--- config.mk ---
export PLATFORM = sky130hd
export DESIGN_NAME = aersc_regs
export DESIGN_NICKNAME = d
export VERILOG_FILES = /design/src/core/aersc_pkg.sv /design/src/core/aersc_regs.sv
export SDC_FILE = /design/constraint.sdc
export NUM_CORES = 1
export LEC_CHECK = 0
export ABC_CLOCK_PERIOD_IN_PS = 3000
export BUFFER_PORTS_ARGS = -buffer_cell sky130_fd_sc_hd__buf_2
export CELL_PAD_IN_SITES_DETAIL_PLACEMENT = 1
export CELL_PAD_IN_SITES_GLOBAL_PLACEMENT = 2
export CORE_AREA = 2 2 147 149
export DETAILED_ROUTE_END_ITERATION = 7
export DIE_AREA = 0 0 149 151
export PLACE_DENSITY = 0.82
export SLEW_MARGIN = 5
export SYNTH_ARGS = -nofsm -noshare
export SYNTH_HDL_FRONTEND = slang
export SYNTH_SLANG_ARGS = --single-unit
--- constraint.sdc ---
create_clock -name i_mclk -period 3 [get_ports i_mclk]
set_input_delay 0.9 -clock i_mclk [delete_from_list [all_inputs] [get_ports i_mclk]]
set_output_delay 0.9 -clock i_mclk [all_outputs]
set_load 0.02 [all_outputs]
--- src/core/aersc_pkg.sv ---
// Package with offsets, field positions, reset values and carrier types for the AER bank.
package aersc_pkg;
    localparam logic [11:0] AERSC_UNC_STATUS_OFF = 12'h104;
    localparam logic [11:0] AERSC_SEVERITY_OFF = 12'h10C;
    localparam logic [11:0] AERSC_CORR_STATUS_OFF = 12'h110;
    localparam logic [31:0] AERSC_SEVERITY_RESET = 32'h00062030;
    localparam logic [31:0] AERSC_SEVERITY_WMASK = 32'h001FF030;
    localparam logic [31:0] AERSC_UNC_STATUS_MASK = 32'h001FF010;
    localparam logic [31:0] AERSC_CORR_RESET = 32'h00000000;
    localparam int AERSC_UNSUP_REQ_SEV_BIT = 20;
    localparam int AERSC_UNEXP_CPL_SEV_BIT = 16;
    localparam int AERSC_FLOW_CTRL_SEV_BIT = 13;
    localparam int AERSC_SURPRISE_DOWN_SEV_BIT = 5;
    localparam int AERSC_LINK_PROTO_SEV_BIT = 4;
    localparam int AERSC_UNUSED_BIT = 0;
    localparam int AERSC_ADVISORY_BIT = 13;
    localparam int AERSC_REPLAY_TIMER_BIT = 12;
    localparam int AERSC_REPLAY_ROLL_BIT = 8;
    localparam int AERSC_BAD_DLLP_BIT = 7;
    localparam int AERSC_BAD_TLP_BIT = 6;
    localparam int AERSC_RX_ERR_BIT = 0;

    // One configuration space access from the host side.
    typedef struct packed {
        logic wr;
        logic rd;
        logic [11:0] addr;
        logic [3:0] be;
        logic [31:0] wdata;
    } aersc_cfg_req_type;

    // Detector pulses, packet end markers and computed and received CRCs from the link and physical layers.
    typedef struct packed {
        logic rx_err;
        logic tlp_phy_err;
        logic tlp_end;
        logic tlp_edb;
        logic [31:0] tlp_crc_calc;
        logic [31:0] tlp_crc_rx;
        logic dllp_end;
        logic [15:0] dllp_crc_calc;
        logic [15:0] dllp_crc_rx;
        logic replay_timeout;
        logic replay_rollover;
        logic advisory_nonfatal;
    } aersc_link_evt_type;
endpackage : aersc_pkg

--- src/core/aersc_regs.sv ---
// Severity and correctable status registers of the advanced error reporting bank.
`timescale 1ns/1ps

// Functional notes
// - Unsupported-request severity bit 20 is sticky, writable, resets to 0.
// - Flow control protocol severity bit 13 is sticky, writable, resets to 1.
// - Data link protocol severity bit 4 is sticky, writable, resets to 1.
// - Surprise-down severity bit 5 is sticky, writable, resets to 1.
// - Severity bit 0 and reserved ranges are read-only zero.
// - Correctable flags 13, 8, 0 are sticky, write-one-to-clear, reset 0.
// - Replay timer expiry sets sticky W1C flag bit 12.
// - DLLP CRC mismatch sets bad link packet flag bit 7.
// - Physical layer error during TLP reception sets bad TLP flag bit 6.
// - EDB-ended TLP whose CRC is not inverted computed CRC sets bad TLP.
// - Normally ended TLP with CRC mismatch sets bad TLP flag.
// - Severity bit applies to sticky W1C uncorrectable status at same position; status bit 5 is masked off, so surprise-down sets no flag or class.
module aersc_regs (
    input wire logic i_mclk,
    input wire logic i_reset,
    input wire logic i_sticky_reset,
    input wire aersc_pkg::aersc_cfg_req_type i_cfg,
    input wire aersc_pkg::aersc_link_evt_type i_link,
    input wire logic [31:0] i_unc_evt,
    output logic [31:0] o_cfg_rdata,
    output logic o_cfg_rvalid,
    output logic o_err_fatal,
    output logic o_err_nonfatal
);
    import aersc_pkg::*;

    logic [31:0] severity_q;
    logic [31:0] severity_d;
    logic [31:0] unc_status_q;
    logic [31:0] unc_status_d;
    logic [31:0] corr_status_q;
    logic [31:0] corr_status_d;
    logic [31:0] rdata_q;
    logic [31:0] rdata_d;
    logic rvalid_q;
    logic rvalid_d;
    logic fatal_q;
    logic fatal_d;
    logic nonfatal_q;
    logic nonfatal_d;
    logic [31:0] byte_mask;
    logic [31:0] wr_bits;
    logic [31:0] corr_set;
    logic [31:0] unc_set;
    logic bad_tlp;
    logic bad_dllp;

    // Byte enables widen to a bit mask so partial config writes touch only their lanes.
    assign byte_mask = {{8{i_cfg.be[3]}}, {8{i_cfg.be[2]}}, {8{i_cfg.be[1]}}, {8{i_cfg.be[0]}}};
    assign wr_bits = i_cfg.wdata & byte_mask;

    // Packet checks; an EDB-ended packet is nullified, so only a non-inverted CRC is bad.
    always_comb
    begin
        bad_dllp = i_link.dllp_end && (i_link.dllp_crc_calc != i_link.dllp_crc_rx);
        bad_tlp = i_link.tlp_phy_err;
        if (i_link.tlp_end && i_link.tlp_edb && (i_link.tlp_crc_rx != ~i_link.tlp_crc_calc))
        begin
            bad_tlp = 1'b1;
        end
        if (i_link.tlp_end && !i_link.tlp_edb && (i_link.tlp_crc_rx != i_link.tlp_crc_calc))
        begin
            bad_tlp = 1'b1;
        end
    end

    // Correctable status: a detector pulse in the clearing cycle wins over the clear.
    always_comb
    begin
        corr_set = 32'h00000000;
        corr_set[AERSC_ADVISORY_BIT] = i_link.advisory_nonfatal;
        corr_set[AERSC_REPLAY_TIMER_BIT] = i_link.replay_timeout;
        corr_set[AERSC_REPLAY_ROLL_BIT] = i_link.replay_rollover;
        corr_set[AERSC_BAD_DLLP_BIT] = bad_dllp;
        corr_set[AERSC_BAD_TLP_BIT] = bad_tlp;
        corr_set[AERSC_RX_ERR_BIT] = i_link.rx_err;
        corr_status_d = corr_status_q;
        if (i_cfg.wr && (i_cfg.addr == AERSC_CORR_STATUS_OFF))
        begin
            corr_status_d = corr_status_q & ~wr_bits;
        end
        corr_status_d = corr_status_d | corr_set;
    end

    // Severity: only the implemented bits take writes; bit 0 and reserved stay zero.
    always_comb
    begin
        severity_d = severity_q;
        if (i_cfg.wr && (i_cfg.addr == AERSC_SEVERITY_OFF))
        begin
            // Bit 16 stays writable; keeping it clear is left to software.
            severity_d = (severity_q & ~(byte_mask & AERSC_SEVERITY_WMASK))
                | (wr_bits & AERSC_SEVERITY_WMASK);
        end
    end

    // Uncorrectable status flags sit under the severity bits at the same positions.
    always_comb
    begin
        unc_set = i_unc_evt & AERSC_UNC_STATUS_MASK;
        unc_status_d = unc_status_q;
        if (i_cfg.wr && (i_cfg.addr == AERSC_UNC_STATUS_OFF))
        begin
            unc_status_d = unc_status_q & ~wr_bits;
        end
        unc_status_d = unc_status_d | unc_set;
    end

    // Sticky state: only the power-on reset clears it, so an ordinary reset keeps the log.
    always_ff @(posedge i_mclk)
    begin
        if (i_sticky_reset)
        begin
            severity_q <= AERSC_SEVERITY_RESET;
            unc_status_q <= 32'h00000000;
            corr_status_q <= AERSC_CORR_RESET;
        end
        else
        begin
            severity_q <= severity_d;
            unc_status_q <= unc_status_d;
            corr_status_q <= corr_status_d;
        end
    end

    // Read data and error class; an unmapped offset reads zero.
    always_comb
    begin
        rvalid_d = i_cfg.rd;
        rdata_d = rdata_q;
        if (i_cfg.rd)
        begin
            unique case (i_cfg.addr)
                AERSC_UNC_STATUS_OFF: rdata_d = unc_status_q;
                AERSC_SEVERITY_OFF: rdata_d = severity_q;
                AERSC_CORR_STATUS_OFF: rdata_d = corr_status_q;
                default: rdata_d = 32'h00000000;
            endcase
        end
        fatal_d = |(unc_set & severity_q);
        nonfatal_d = |(unc_set & ~severity_q);
    end

    // Non-sticky outputs follow either reset.
    always_ff @(posedge i_mclk)
    begin
        if (i_reset || i_sticky_reset)
        begin
            rdata_q <= 32'h00000000;
            rvalid_q <= 1'b0;
            fatal_q <= 1'b0;
            nonfatal_q <= 1'b0;
        end
        else
        begin
            rdata_q <= rdata_d;
            rvalid_q <= rvalid_d;
            fatal_q <= fatal_d;
            nonfatal_q <= nonfatal_d;
        end
    end

    assign o_cfg_rdata = rdata_q;
    assign o_cfg_rvalid = rvalid_q;
    assign o_err_fatal = fatal_q;
    assign o_err_nonfatal = nonfatal_q;
endmodule : aersc_regs

After elaboration in Yosys (flattened, before gate mapping)
Cells that the tools add are included.
{"block": "word_totals", "ff_bits": 131, "elab_cells": 43, "output_inout_bits": 35}
{"block": "op_classes", "n_bitwise": 13, "mux": 5, "n_eq_ne": 6, "reduce_logical": 12}
{"cell": "32-bit bitwise AND", "n": 4}
{"cell": "32-bit NOT", "n": 3}
{"cell": "32-bit one-hot mux with 3 select lines", "n": 1}
{"cell": "21-bit by 32-bit bitwise AND with 32-bit output", "n": 2}
{"cell": "32-bit two-way mux", "n": 2}
{"cell": "32-bit != test", "n": 2}
{"cell": "32-bit by 21-bit OR with 32-bit output", "n": 2}
{"cell": "32-bit OR reduction", "n": 2}
{"cell": "12-bit by 9-bit equality test with 1-bit output (second input constant)", "n": 3}
{"cell": "21-bit NOT with 32-bit output", "n": 1}
{"cell": "32-bit by 14-bit OR with 32-bit output", "n": 1}
{"cell": "16-bit != test", "n": 1}
{"cell": "1-bit logical AND", "n": 8}
{"cell": "1-bit two-way mux", "n": 2}
{"cell": "1-bit zero test", "n": 1}
{"cell": "1-bit logical OR", "n": 1}

Logic depth before layout (Yosys ltp)
{"block": "logic_depth", "word_depth": 6, "depth_mapped": 7, "depth_no_buf": 5}

Least setup slack after synthesis
Ideal clock, no wire load.
{"block": "synth_path", "path_kind": "input to register", "from": "input port i_cfg[45] (netlist name)", "to": "register unc_status_q[2]", "t_required_ns": 2.858, "setup_slack_ns": 0.120, "cell_stages": 7, "n_path_buf": 2, "t_arrival_ns": 2.738, "path_cell_list": "or4b_1 -> or4_4 -> nor3b_4 -> and2_1 -> buf_2 -> buf_2 -> a311oi_1"}
{"block": "synth_via", "elab_chain_len": 4}
{"element": "from (decl)", "line_no": "aersc_regs.sv:21", "text": "input wire aersc_pkg::aersc_cfg_req_type i_cfg,"}
{"element": "12-bit by 9-bit equality test with 1-bit output", "line_no": "aersc_regs.sv:106", "text": "if (i_cfg.wr && (i_cfg.addr == AERSC_UNC_STATUS_OFF))"}
{"element": "1-bit logical AND", "line_no": "aersc_regs.sv:106"}
{"element": "32-bit two-way mux", "line_no": "aersc_regs.sv:106"}
{"element": "32-bit by 21-bit OR with 32-bit output", "line_no": "aersc_regs.sv:110", "text": "unc_status_d = unc_status_d | unc_set;"}
{"element": "to (signal assigned)", "line_no": "aersc_regs.sv:125", "text": "unc_status_q <= unc_status_d;"}
{"element": "to (decl)", "line_no": "aersc_regs.sv:33", "text": "logic [31:0] unc_status_q;"}
No other way between the ends.
A chain may end at the register's enable or synchronous reset.

Final worst setup path
{"block": "layout_path", "from": "input port i_cfg[45] (netlist name)", "to": "register unc_status_q[17]"}
The elaborated chain is that of the path after synthesis.

==> results.toml <==
[status]
outcome = "finished, final reports clean"

[synthesis]
syn_inst = 549
syn-mean-instance-area_sq_um = 8.96
ys_seq_area_share_pct = 44.8
syn-cell-area_sq_um = 4920
synth_nets = 738
netlist-cell-type-count = 39
synth_seq_cells = 110
yosysWarnings = 0

[critical_path]
crit_path_start = "i_cfg[45]"
critPathArrivalTime_ps = 2940
required_ps = 3210
r2r_cells = 3
reg2reg_slack_ps = 1920
crit_end = "unc_status_q[17]"
cp-start-kind = "input port"
path_class = "input port to flip-flop"
cp-end-kind = "flip-flop"
r2r-end = "o_err_fatal"
crit_fanout = 27

[clock_tree]
cts_made_buffers = 9
path_clk_slew_ps = 80
htree_levels = 3
cts_setup_buffers = 0
cts_hold_buf = 0
cts_buffer_depth = 2
cts-resized-gates = 0
cts_sinks = 110
clock_latency_ps = 350
cts_tree = "done"
cts-root-buf = "clkbuf_16"

[die]
row_count = 53
initial_core_util_pct = 23.6
dieArea_sq_um = 22500
die_h_um = 151
num_io_pins = 224
die_w_um = 149
core_sq_um = 20800

[route]
drt_iter0_markers = 161
wirelength_um = 17200
avgRoutedWirePerCell_um = 16.8
vias = 4850
first_pass_iters = 4
ant_nets = 0
drc = 0
vias_per_cell = 4.74

[grt]
grt-ovfl-total = 0
grt_pass1_vias = 5010
grt_pass1_wl_um = 27100
grt_max_degree = 44
antenna_found_initial = 2
grt_usage_pct = 15.5

[finish]
n_fill_cell = 2557
final_nets = 931
syn_to_final_growth_pct = 34.9
drive_gt1_share_pct = 33.1
fin_cells = 1024
seq_area_sq_um = 2200
multiInputGateArea_sq_um = 2430
final_cell_area_sq_um = 6640

[sta]
fin_hold_ws_ps = 427
slew_viol_final = 0
rsz0062_at_grt = "false"
maxSlewHeadroom_pct = 68.1
finClkSkew_ps = 6.67
tightest_slew_ps = 479
finalHoldViolCount = 0
fin_crit_sh_pct = 90.9
setup_viol = 0
fin_crit_ps = 2730
max_freq_mhz = 367

[job]
max-cap-violations = 0

[power]
power.leakage_nw = 2.76
ir_drop_uv = 246
power_density_nw_per_um2 = 458

[placed_design]
hpwlAfterDp_um = 12700
placed_area_sq_um = 6340
dp.cells = 1006
port_buffers = 201
place_congestion = 0.764

[min_path]
hold_class = "flip-flop to flip-flop"
kinds of logic after synthesis:
family	after synthesis	share of synthesized area, %
compound gates	186	25.3
mux	8	1.63
simple gates	121	13.6
buf+inv	76	6.16
flops	110	44.8
xor+xnor	48	8.55
report_power, final:
group | internal (mW) | total [mW] | switching, mW
clock | 0.576 | 1.16 | 0.588
combinational | 0.163 | 0.368 | 0.205
sequential | 1.49 | 1.50 | 0.0147
critical path: stages:
cell	delay, ps
buf_2	90
or4b_1	590
or4_4	550
nor3b_4	220
and2_1	220
buf_12	200
a41oi_1	140
metal layers:
| layer | share of wire, % | routed length, um | global-route usage [%] | vias up |
|---|---|---|---|---|
| li1 | - | - | - | 2393 |
| met1 | 46 | 7900 | 19.9 | 2327 |
| met2 | 49 | 8360 | 26.4 | 112 |
| met3 | 4.2 | 724 | 3.01 | 18 |
| met4 | 1.4 | 243 | 4.48 | 0 |
| met5 | 0 | 0 | 0 | - |
worst min-delay path by stage:
stage	cells past startpoint	start	slack, ps	end
final	2	unc_status_q[22]	430	unc_status_q[22]
after global routing	2	unc_status_q[10]	450	unc_status_q[10]
after CTS	2	unc_status_q[7]	430	unc_status_q[7]
after detailed placement	2	unc_status_q[7]	420	unc_status_q[7]
after global placement	2	unc_status_q[6]	420	unc_status_q[6]
after floorplan	2	unc_status_q[0]	410	unc_status_q[0]
synth_stat cells (all sizes together):
| cell type | count | area share (%) |
|---|---|---|
| o22ai | 4 | 0.51 |
| inv | 35 | 2.7 |
| xor2 | 48 | 8.5 |
| a21boi | 11 | 1.7 |
| or3 | 1 | 0.13 |
| a211o | 4 | 0.71 |
| a22o | 2 | 0.36 |
| nor3b | 3 | 0.79 |
| nand2 | 25 | 1.9 |
| a211oi | 2 | 0.31 |
| or4bb | 1 | 0.23 |
| a221oi | 3 | 0.53 |
| o21ai | 33 | 3.4 |
| nand3 | 9 | 0.92 |
| a21oi | 27 | 2.7 |
| or2 | 2 | 0.25 |
| nor4 | 16 | 2.0 |
| dfxtp | 110 | 45 |
| or4b | 1 | 0.20 |
| and2 | 2 | 0.25 |
| nand2b | 28 | 3.6 |
| nand3b | 1 | 0.15 |
| clkbuf | 30 | 2.3 |
| nand4 | 11 | 1.4 |
| o211ai | 1 | 0.15 |
| o21bai | 8 | 1.2 |
| a41oi | 8 | 1.4 |
| a311oi | 22 | 3.9 |
| nor2 | 19 | 1.5 |
| a22oi | 23 | 3.5 |
| buf | 11 | 1.2 |
| a31oi | 38 | 4.8 |
| or4 | 1 | 0.23 |
| mux2i | 8 | 1.6 |
| nor3 | 1 | 0.10 |
registers in the layout, indices dropped and copies added, names as in the netlist, named ones only:
register        flops
o_cfg_rdata        32
unc_status_q       32
o_err_nonfatal      1
o_err_fatal         1
o_cfg_rvalid        1
corr_status_q      32
final cells by class:
cell class	count	area share, %
Multi-Input combinational cell	363	36.7
Sequential cell	110	33.2
Timing Repair Buffer	223	18.6
Tap cell	275	5.19
Clock buffer	9	3.39
Inverter	35	1.98
Clock inverter	7	0.905
Antenna cell	2	0.0754
stage by stage:
| stage | setup slack (ps) | TNS, ps | power, mW | utilization, % |
|---|---|---|---|---|
| 2_1_floorplan | 120 | 0 | 1.70 | - |
| 3_3_place_gp | -88.4 | -1660 | 1.90 | 30.5 |
| 3_5_place_dp | -118 | -2380 | 1.91 | 30.5 |
| 4_1_cts | 268 | 0 | 3.08 | 31.8 |
| 5_1_grt | 159 | 0 | 3.18 | 31.9 |
| 6_report | 273 | 0 | 3.04 | 31.9 |
layout by cell type, fill, tap and decap left out, types with 18 or more instances in the layout:
master / count
buf_2: 201
dfxtp_1: 110
xor2_1: 48
a31oi_1: 38
inv_1: 35
o21ai_0: 33
nand2b_1: 28
a21oi_1: 27
nand2_1: 25
a22oi_1: 23
a311oi_1: 22
nor2_1: 18
Power figures use the tool's default switching activity.
